==> config.mk <==
export PLATFORM = sky130hd
export DESIGN_NAME = prescaled_free_running_timer
export DESIGN_NICKNAME = d
export VERILOG_FILES = /design/src/core/pft_pkg.sv /design/src/core/pin_edge_sampler.sv /design/src/core/prescaled_free_running_timer.sv
export VERILOG_INCLUDE_DIRS = /design/src /design/src/core
export SDC_FILE = /design/constraint.sdc
export NUM_CORES = 1
export LEC_CHECK = 0
export BUFFER_PORTS_ARGS = -buffer_cell sky130_fd_sc_hd__buf_2
export CAP_MARGIN = 15
export CELL_PAD_IN_SITES_DETAIL_PLACEMENT = 2
export CELL_PAD_IN_SITES_GLOBAL_PLACEMENT = 2
export CORE_ASPECT_RATIO = 1.5
export CORE_MARGIN = 4
export CORE_UTILIZATION = 29
export DETAILED_ROUTE_END_ITERATION = 8
export GPL_ROUTABILITY_DRIVEN = 0
export PLACE_DENSITY_LB_ADDON = 0.05
export SETUP_SLACK_MARGIN = 0.4
export SYNTH_ARGS = -nofsm -noshare
export SYNTH_HDL_FRONTEND = slang
export SYNTH_HIERARCHICAL = 1
export SYNTH_SLANG_ARGS = --single-unit
==> constraint.sdc <==
create_clock -name pclk -period 2.4 [get_ports pclk]
set_input_delay 0.12 -clock pclk [delete_from_list [all_inputs] [get_ports pclk]]
set_output_delay 0.12 -clock pclk [all_outputs]
set_load 0.01 [all_outputs]
==> src/core/pft_defines.svh <==
`ifndef PFT_DEFINES_SVH
`define PFT_DEFINES_SVH

// ****************************************************************
// Register offsets (byte addresses on the register bus)
// ****************************************************************
`define PFT_OFS_CTRL 8'h00
`define PFT_OFS_IRQ 8'h04
`define PFT_OFS_CNT_LO 8'h08
`define PFT_OFS_CNT_HI 8'h0C
`define PFT_OFS_IEN 8'h10

// ****************************************************************
// Field positions
// ****************************************************************
`define PFT_CTRL_SRC_LSB 0
`define PFT_CTRL_DIV_LSB 2
`define PFT_CTRL_BYTE_FLAG 4
`define PFT_CTRL_CLR_EN 5
`define PFT_CTRL_BYTE_SEL 6
`define PFT_CTRL_FULL_SEL 7
`define PFT_IRQ_FULL_FLAG 7
`define PFT_IEN_ENABLE 7

// ****************************************************************
// Reset values
// ****************************************************************
`define PFT_CTRL_RESET 8'h00
`define PFT_IEN_RESET 1'b0
`define PFT_COUNT_RESET 16'h0000

// ****************************************************************
// Timing counts in oscillator clocks
// ****************************************************************
`define PFT_MC_LAST 4'hB
`define PFT_PHASE_FIRST 4'h2
`define PFT_PHASE_SECOND 4'h8

`endif

==> src/core/pft_pkg.sv <==
package pft_pkg;

    typedef enum logic [1:0] {
        SRC_OFF,
        SRC_OSC,
        SRC_EXT,
        SRC_SPARE
    } source_t;

    typedef enum logic [1:0] {
        DIV_1,
        DIV_2,
        DIV_4,
        DIV_8
    } divide_t;

endpackage : pft_pkg

==> src/core/pin_edge_sampler.sv <==
`timescale 1ns/1ns

// ****************************************************************
// Pin synchroniser with strobed rising-edge detection
// ****************************************************************
module pin_edge_sampler (
    // Clock, reset and enable
    input wire logic pclk,
    input wire logic presetn,
    input wire logic ce,
    // Pin and sampling strobe
    input wire logic pin_async,
    input wire logic sample_stb,
    // Edge seen between two consecutive samples
    output logic rise
);

    logic sync1_ff;
    logic sync2_ff;
    logic last_ff;

    always_ff @(posedge pclk or negedge presetn) begin
        if (!presetn) begin
            sync1_ff <= 1'b0;
            sync2_ff <= 1'b0;
        end else if (ce) begin
            sync1_ff <= pin_async;
            sync2_ff <= sync1_ff;
        end
    end

    // Reset to high so a pin that is high at start-up is no edge.
    always_ff @(posedge pclk or negedge presetn) begin
        if (!presetn) begin
            last_ff <= 1'b1;
        end else if (ce && sample_stb) begin
            last_ff <= sync2_ff;
        end
    end

    assign rise = sample_stb & ~last_ff & sync2_ff;

endmodule : pin_edge_sampler

==> src/core/prescaled_free_running_timer.sv <==
// Operation
// - Sixteen-bit up-counter kept as high and low bytes, both readable.
// - Clock source is off, oscillator over twelve, or external pin, via prescaler.
// - Each external rising edge advances the prescaler, at most once per cycle.
// - External pin sampled at two fixed phases; low then high means edge.
// - Early edge counts next machine cycle; late edge counts one cycle later.
// - Prescaler divides by a programmed factor of 1, 2, 4 or 8.
// - Prescaler clears on divide or source change and on counter reset.
// - Count readable on the fly without latch; software cannot load it.
// - Chip reset clears counter; enabled clear-pin rising edge also clears it.
// - Byte and full overflow flags set one machine cycle after overflow.
// - Setting the full overflow flag also sets the byte overflow flag.
// - Byte overflow request needs the irq enable and byte select bits.
// - Full overflow request needs irq enable and full select; flag is bit seven.
// - Both overflow sources share one interrupt request line.
// - Overflow flags stay set until software clears them.
// - Idle mode holds counter and prescaler cleared and halted.
`timescale 1ns/1ns
`include "pft_defines.svh"

module prescaled_free_running_timer
    import pft_pkg::*;
(
    // Clock, reset and enable
    input wire logic pclk,
    input wire logic presetn,
    input wire logic ce,
    // APB slave
    input wire logic psel,
    input wire logic penable,
    input wire logic pwrite,
    input wire logic [7:0] paddr,
    input wire logic [31:0] pwdata,
    output logic [31:0] prdata,
    output logic pready,
    output logic pslverr,
    // Pins and power state
    input wire logic ext_count_pin,
    input wire logic ext_clear_pin,
    input wire logic idle_mode,
    // Shared overflow interrupt request
    output logic irq_req
);

    // ****************************************************************
    // Machine cycle phase
    // ****************************************************************
    logic [3:0] phase_ff;
    logic boundary, at_first, at_second;

    always_ff @(posedge pclk or negedge presetn) begin
        if (!presetn) begin
            phase_ff <= 4'h0;
        end else if (ce) begin
            phase_ff <= boundary ? 4'h0 : phase_ff + 4'h1;
        end
    end

    assign boundary = (phase_ff == `PFT_MC_LAST);
    assign at_first = (phase_ff == `PFT_PHASE_FIRST);
    assign at_second = (phase_ff == `PFT_PHASE_SECOND);

    // ****************************************************************
    // Register bus decode
    // ****************************************************************
    logic [7:0] ctrl_ff;
    logic full_flag_ff;
    logic counter_irq_enable_ff;
    logic [7:0] count_low_byte_ff;
    logic [7:0] count_high_byte_ff;
    logic setup, access_wr, mapped;
    logic wr_ctrl, wr_irq, wr_ien;

    assign setup = psel & ~penable;
    assign access_wr = psel & penable & pready & pwrite;
    assign mapped = (paddr == `PFT_OFS_CTRL) || (paddr == `PFT_OFS_IRQ) || (paddr == `PFT_OFS_CNT_LO)
                    || (paddr == `PFT_OFS_CNT_HI) || (paddr == `PFT_OFS_IEN);
    assign wr_ctrl = access_wr & (paddr == `PFT_OFS_CTRL);
    assign wr_irq = access_wr & (paddr == `PFT_OFS_IRQ);
    assign wr_ien = access_wr & (paddr == `PFT_OFS_IEN);

    // Every transfer answers in the access cycle right after setup.
    always_ff @(posedge pclk or negedge presetn) begin
        if (!presetn) begin
            pready <= 1'b0;
            pslverr <= 1'b0;
        end else if (ce) begin
            pready <= setup;
            pslverr <= setup & ~mapped;
        end
    end

    always_ff @(posedge pclk or negedge presetn) begin
        if (!presetn) begin
            prdata <= 32'h0000_0000;
        end else if (ce && setup && !pwrite) begin
            case (paddr)
                `PFT_OFS_CTRL: prdata <= {24'h000000, ctrl_ff};
                `PFT_OFS_IRQ: prdata <= {24'h000000, full_flag_ff, 7'h00};
                `PFT_OFS_CNT_LO: prdata <= {24'h000000, count_low_byte_ff};
                `PFT_OFS_CNT_HI: prdata <= {24'h000000, count_high_byte_ff};
                `PFT_OFS_IEN: prdata <= {24'h000000, counter_irq_enable_ff, 7'h00};
                default: prdata <= 32'h0000_0000;
            endcase
        end
    end

    // ****************************************************************
    // Control register and interrupt enable
    // ****************************************************************
    source_t source;
    divide_t divide;
    logic byte_overflow_flag, cfg_change, set_byte, set_full;

    assign source = source_t'(ctrl_ff[`PFT_CTRL_SRC_LSB +: 2]);
    assign divide = divide_t'(ctrl_ff[`PFT_CTRL_DIV_LSB +: 2]);
    assign byte_overflow_flag = ctrl_ff[`PFT_CTRL_BYTE_FLAG];
    assign cfg_change = wr_ctrl & (pwdata[3:0] != ctrl_ff[3:0]);

    always_ff @(posedge pclk or negedge presetn) begin
        if (!presetn) begin
            ctrl_ff <= `PFT_CTRL_RESET;
        end else if (ce) begin
            if (wr_ctrl) begin
                ctrl_ff <= pwdata[7:0];
            end
            // A hardware set in the same cycle as a software clear wins.
            if (set_byte) begin
                ctrl_ff[`PFT_CTRL_BYTE_FLAG] <= 1'b1;
            end
        end
    end

    always_ff @(posedge pclk or negedge presetn) begin
        if (!presetn) begin
            full_flag_ff <= 1'b0;
        end else if (ce) begin
            if (set_full) begin
                full_flag_ff <= 1'b1;
            end else if (wr_irq) begin
                full_flag_ff <= pwdata[`PFT_IRQ_FULL_FLAG];
            end
        end
    end

    always_ff @(posedge pclk or negedge presetn) begin
        if (!presetn) begin
            counter_irq_enable_ff <= `PFT_IEN_RESET;
        end else if (ce && wr_ien) begin
            counter_irq_enable_ff <= pwdata[`PFT_IEN_ENABLE];
        end
    end

    // ****************************************************************
    // External pins
    // ****************************************************************
    logic count_rise, clear_rise, sample_stb;

    assign sample_stb = at_first | at_second;

    pin_edge_sampler count_sampler (
        .pclk(pclk), .presetn(presetn), .ce(ce),
        .pin_async(ext_count_pin), .sample_stb(sample_stb), .rise(count_rise)
    );

    pin_edge_sampler clear_sampler (
        .pclk(pclk), .presetn(presetn), .ce(ce),
        .pin_async(ext_clear_pin), .sample_stb(sample_stb), .rise(clear_rise)
    );

    logic timer_clear;

    assign timer_clear = idle_mode | (clear_rise & ctrl_ff[`PFT_CTRL_CLR_EN]);

    // ****************************************************************
    // Edge scheduling
    // ****************************************************************
    logic pend_next_ff;
    logic pend_later_ff;

    always_ff @(posedge pclk or negedge presetn) begin
        if (!presetn) begin
            pend_next_ff <= 1'b0;
            pend_later_ff <= 1'b0;
        end else if (ce) begin
            if (timer_clear) begin
                pend_next_ff <= 1'b0;
                pend_later_ff <= 1'b0;
            end else if (boundary) begin
                pend_next_ff <= pend_later_ff;
                pend_later_ff <= 1'b0;
            end else if (count_rise && at_first) begin
                pend_next_ff <= 1'b1;
            end else if (count_rise && at_second) begin
                pend_later_ff <= 1'b1;
            end
        end
    end

    // ****************************************************************
    // Prescaler
    // ****************************************************************
    logic presc_in, tick;
    logic [2:0] presc_ff, presc_max;

    always_comb begin
        case (source)
            SRC_OSC: presc_in = boundary;
            SRC_EXT: presc_in = boundary & pend_next_ff;
            SRC_OFF: presc_in = 1'b0;
            default: presc_in = 1'b0;
        endcase
    end

    always_comb begin
        case (divide)
            DIV_1: presc_max = 3'h0;
            DIV_2: presc_max = 3'h1;
            DIV_4: presc_max = 3'h3;
            DIV_8: presc_max = 3'h7;
            default: presc_max = 3'h0;
        endcase
    end

    assign tick = presc_in & (presc_ff == presc_max) & ~timer_clear & ~cfg_change;

    always_ff @(posedge pclk or negedge presetn) begin
        if (!presetn) begin
            presc_ff <= 3'h0;
        end else if (ce) begin
            if (timer_clear || cfg_change || tick) begin
                presc_ff <= 3'h0;
            end else if (presc_in) begin
                presc_ff <= presc_ff + 3'h1;
            end
        end
    end

    // ****************************************************************
    // Counter
    // ****************************************************************
    localparam logic [15:0] count_reset = `PFT_COUNT_RESET;
    logic low_wrap, full_wrap;

    assign low_wrap = (count_low_byte_ff == 8'hFF);
    assign full_wrap = low_wrap & (count_high_byte_ff == 8'hFF);

    always_ff @(posedge pclk or negedge presetn) begin
        if (!presetn) begin
            count_low_byte_ff <= count_reset[7:0];
            count_high_byte_ff <= count_reset[15:8];
        end else if (ce) begin
            if (timer_clear) begin
                count_low_byte_ff <= count_reset[7:0];
                count_high_byte_ff <= count_reset[15:8];
            end else if (tick) begin
                count_low_byte_ff <= count_low_byte_ff + 8'h01;
                if (low_wrap) begin
                    count_high_byte_ff <= count_high_byte_ff + 8'h01;
                end
            end
        end
    end

    // ****************************************************************
    // Overflow flags
    // ****************************************************************
    logic byte_pend_ff, full_pend_ff;

    always_ff @(posedge pclk or negedge presetn) begin
        if (!presetn) begin
            byte_pend_ff <= 1'b0;
            full_pend_ff <= 1'b0;
        end else if (ce && boundary) begin
            byte_pend_ff <= tick & low_wrap;
            full_pend_ff <= tick & full_wrap;
        end
    end

    assign set_byte = boundary & byte_pend_ff;
    assign set_full = boundary & full_pend_ff;

    always_ff @(posedge pclk or negedge presetn) begin
        if (!presetn) begin
            irq_req <= 1'b0;
        end else if (ce) begin
            irq_req <= counter_irq_enable_ff & ((byte_overflow_flag & ctrl_ff[`PFT_CTRL_BYTE_SEL])
                                                | (full_flag_ff & ctrl_ff[`PFT_CTRL_FULL_SEL]));
        end
    end

    // ****************************************************************
    // Checks
    // ****************************************************************
    chk_count_step: assert property (@(posedge pclk) disable iff (!presetn)
        ce && tick && !timer_clear |=> {count_high_byte_ff, count_low_byte_ff}
            == $past({count_high_byte_ff, count_low_byte_ff}) + 16'h0001)
        else $error("count did not advance by one on a tick");
    chk_off_holds: assert property (@(posedge pclk) disable iff (!presetn)
        ce && source == SRC_OFF && !timer_clear && !cfg_change |=> $stable(presc_ff)
            && $stable({count_high_byte_ff, count_low_byte_ff}))
        else $error("counter moved with source off");
    chk_edge_early: assert property (@(posedge pclk) disable iff (!presetn)
        ce && count_rise && at_first && !timer_clear |=> pend_next_ff)
        else $error("early edge not scheduled for next cycle");
    chk_edge_late: assert property (@(posedge pclk) disable iff (!presetn)
        ce && count_rise && at_second && !timer_clear |=> pend_later_ff && $stable(pend_next_ff))
        else $error("late edge not delayed by one more cycle");
    chk_cfg_clear: assert property (@(posedge pclk) disable iff (!presetn)
        ce && cfg_change |=> presc_ff == 3'h0)
        else $error("prescaler kept value over config change");
    chk_idle_clear: assert property (@(posedge pclk) disable iff (!presetn)
        ce && idle_mode |=> presc_ff == 3'h0 && count_low_byte_ff == 8'h00 && count_high_byte_ff == 8'h00)
        else $error("idle did not clear timer");
    chk_ext_clear: assert property (@(posedge pclk) disable iff (!presetn)
        ce && clear_rise && ctrl_ff[`PFT_CTRL_CLR_EN] |=> {count_high_byte_ff, count_low_byte_ff} == 16'h0000)
        else $error("enabled clear edge did not clear counter");
    chk_flag_delay: assert property (@(posedge pclk) disable iff (!presetn)
        ce && boundary && tick && low_wrap |=> byte_pend_ff)
        else $error("byte overflow not held for the next cycle");
    chk_flag_set: assert property (@(posedge pclk) disable iff (!presetn)
        ce && set_byte |=> byte_overflow_flag)
        else $error("byte flag not set one cycle after overflow");
    chk_full_both: assert property (@(posedge pclk) disable iff (!presetn)
        ce && set_full |=> full_flag_ff && byte_overflow_flag)
        else $error("full overflow without byte flag");
    chk_flag_sticky: assert property (@(posedge pclk) disable iff (!presetn)
        full_flag_ff && !wr_irq |=> full_flag_ff)
        else $error("full flag cleared without software write");
    chk_irq_gate: assert property (@(posedge pclk) disable iff (!presetn)
        ce && !counter_irq_enable_ff |=> !irq_req)
        else $error("request raised with interrupt disabled");
    chk_irq_full: assert property (@(posedge pclk) disable iff (!presetn)
        ce && counter_irq_enable_ff && full_flag_ff && ctrl_ff[`PFT_CTRL_FULL_SEL] |=> irq_req)
        else $error("full overflow request missing");
    chk_bus_answer: assert property (@(posedge pclk) disable iff (!presetn)
        ce && setup |=> pready && pslverr == !$past(mapped))
        else $error("bus answer not given in access cycle");

endmodule : prescaled_free_running_timer

==> metrics.cfg <==
[cells_and_area]
num_antenna_cells=0
syn2layout_area_growth_pct=33.2
nNetsFinal=469
finalInstanceArea_um2=4260
fill_cells=1210
drive_above_1_share_pct=40.0

[logic_synthesis]
synth_edf_count=0
synth.distinct_cells=54
async_flop_share_pct=100
syn_inst=337
synth-main-ff-cell=dfrtp_1
synth_top_cell_by_area=dfrtp_1
synth-seq-cells=54
syn_area_per_cell_um2=9.49
yosysWarningCount=6
netlist_top_cells_area=dfrtp_1, buf_4, nand2_1
ys_seq_area_share_pct=42.3
synth_top_area_share_pct=40.7
syn_area_um2=3200

[routing]
drt-pass1-iter-count=5
ant_nets=0
postRouteWirelength_um=10700
wire_per_inst_um=19.3
viasPerCell=5.12
vias=2846
drtIter0Drc=106
drc=0

[worst_setup_path]
cp.arrival_ps=2580
worstPathMaxFanout=3
worstPathRequired_ps=2610
path_cells=inv_2 -> ha_4 -> mux2i_1 -> nor2_2 -> nand2_1 -> nor2_2 -> a21oi_2 -> nand2_2 -> or3_4 -> or3_4 -> o31ai_2
crit_path_end_kind=flop
cp_num_buf_inv=1
cp-start-kind=flop
crit_slowest_cell=or3_4
critPathMaxStageDelay_ps=430
crit_type=reg2reg
crit_family=simple AND/OR/NAND/NOR gates
r2r_setup_slack_ps=30

[floorplan]
initial_core_util_pct=29.9
io_pins=84
dieArea_um2=12800
die_y_um=137
fp-row-count=46
die_width_um=93.7
coreArea_um2=10700

[sta]
rsz0062_at_grt=yes
slew_headroom_pct=61.6
max_slew.worst_pin.slew_ps=575
setup_viol=0
fin_crit_ps=2370
fmax_ghz=0.421
finalMaxSlewViolations=0
hold_violations=0
period_share_pct=98.9
skew_ps=6.38

[grt]
grt_start_max_net_pins=55
grt_pass1_vias=3025
antenna_found_initial=0
grt_remaining_overflow=0
grt_pass1_wl_um=16000
grt_use_total_pct=16.2

[clock_tree]
root_buffer=clkbuf_16
numCtsBuffers=5
clk_pin_slew_ps=70
cts.sinks=54
cts_tree=done
clock_latency_ps=300
htreeDepth=2
clockBufferDepth=2

[power_and_ir_drop]
peakVddDrop_uv=333
power_mw=2.46
leakagePower_nw=1.83
powerDensity_nw_per_um2=578

[placed_design]
hpwl_um=7410
port_buffers=35
placed_area_um2=3620

[hold_path]
worstHoldPathType=in2reg

[status]
status=complete, no violations

[flow_run]
drv_cap=0

report_power, final:
group	total, mW	switching (mW)	internal, mW
registers	1.13	0.105	1.02
clock network	0.726	0.342	0.384
logic	0.610	0.307	0.303
flip-flops by register name, indices dropped and copies added (netlist names), 3 cells and up:
register	flops
phase_ff	4
count_high_byte_ff	8
prdata	8
ctrl_ff	8
count_low_byte_ff	8
presc_ff	3
what timing repair did:
action | in CTS | in global routing
hold buffers | 1 | 0
resized for setup | 11 | 58
endpoints found under the hold margin | 52 | 0
cloned | 0 | 3
buffers inserted | 7 | 13
endpoints found under the setup margin | 21 | 21
pin swaps | 2 | 12
routing by layer:
layer	share of wire (%)	global-route usage [%]	vias up
met5	0	0	-
met4	1.8	4.58	0
met3	2.5	2.53	12
met2	58	31.3	52
met1	38	18.0	1451
li1	-	-	1331
stage by stage:
stage | util, % | hold slack [ps] | std cells | TNS, ps | setup slack (ps)
after global placement | 33.8 | 155 | 525 | 0 | 100
after global routing | 39.8 | 47.1 | 556 | -554 | -97.9
after floorplan | - | -176 | 360 | 0 | 251
after CTS | 36.1 | 45.4 | 540 | 0 | 99.2
final | 39.8 | 49.6 | 556 | 0 | 25.7
after detailed placement | 33.8 | 167 | 525 | 0 | 9.82
placed cells by master, fill, tap and decap left out, types with 3 or more instances in the layout:
master	synthesis	final
dfrtp_2	0	4
or4_4	0	6
inv_2	1	3
o21ai_1	9	10
nor2_2	0	3
or4_1	14	8
buf_6	2	11
o21ai_0	7	6
buf_4	25	32
ha_4	0	3
a21oi_2	1	10
nor3_2	2	3
dfrtp_1	52	48
mux2_2	14	14
nand2_1	43	38
nand3_1	12	12
nor2_1	15	10
o31ai_1	15	12
nand2_2	0	4
nor3_1	7	4
clkbuf_16	0	7
conb_1	1	24
mux2i_1	6	6
xor2_1	4	4
a22o_1	6	6
nand4_1	8	8
ha_1	8	5
nor4_2	3	4
buf_2	3	35
a21oi_1	23	13
inv_1	10	8
synth_stat cells, types with 2 or more instances:
| cell type | count |
|---|---|
| a21oi_1 | 23 |
| a222oi_1 | 2 |
| a22o_1 | 6 |
| buf_2 | 3 |
| buf_4 | 25 |
| buf_6 | 2 |
| clkbuf_1 | 7 |
| dfrtp_1 | 52 |
| dfstp_2 | 2 |
| ha_1 | 8 |
| inv_1 | 10 |
| mux2_2 | 14 |
| mux2_4 | 2 |
| mux2i_1 | 6 |
| nand2_1 | 43 |
| nand2b_1 | 2 |
| nand3_1 | 12 |
| nand3b_1 | 2 |
| nand4_1 | 8 |
| nor2_1 | 15 |
| nor3_1 | 7 |
| nor3_2 | 2 |
| nor4_1 | 2 |
| nor4_2 | 3 |
| o21ai_0 | 7 |
| o21ai_1 | 9 |
| o2bb2ai_1 | 2 |
| o31ai_1 | 15 |
| or2_2 | 2 |
| or3_1 | 4 |
| or4_1 | 14 |
| xor2_1 | 4 |
area by class of cell:
class	instances	area, um2	share of cell area (%)
well taps	144	180	4.23
inverters	11	41.3	0.969
multi-input cells	257	1910	44.8
repair buffers	83	639	15.0
clock buffers	7	133	3.11
flip-flops and latches	54	1360	31.9
final timing paths:
| kind | start | to | cells past startpoint |
|---|---|---|---|
| min in group asynchronous | presetn | prdata[7] | 3 |
| max in group asynchronous | presetn | count_sampler/last_ff | 3 |
| hold reg to reg | prdata[1] | prdata[1] | 2 |
| hold / removal | pwdata[5] | ctrl_ff[5] | 2 |
| setup / recovery | phase_ff[1] | full_pend_ff | 11 |
| setup reg to reg | phase_ff[1] | full_pend_ff | 11 |
cell families after synthesis:
| logic type | count (synthesis) | share of synthesized area [%] |
|---|---|---|
| other | 1 | 0.117 |
| adder cells (fa/ha/maj) | 8 | 3.13 |
| XOR/XNOR | 4 | 1.10 |
| AND/OR/NAND/NOR | 123 | 20.6 |
| multiplexers | 22 | 7.75 |
| buffers and inverters | 49 | 9.27 |
| AO/OA/AOI/OAI | 76 | 15.7 |
| flip-flops | 54 | 42.3 |
No activity file was read; power rests on OpenSTA's default activity.
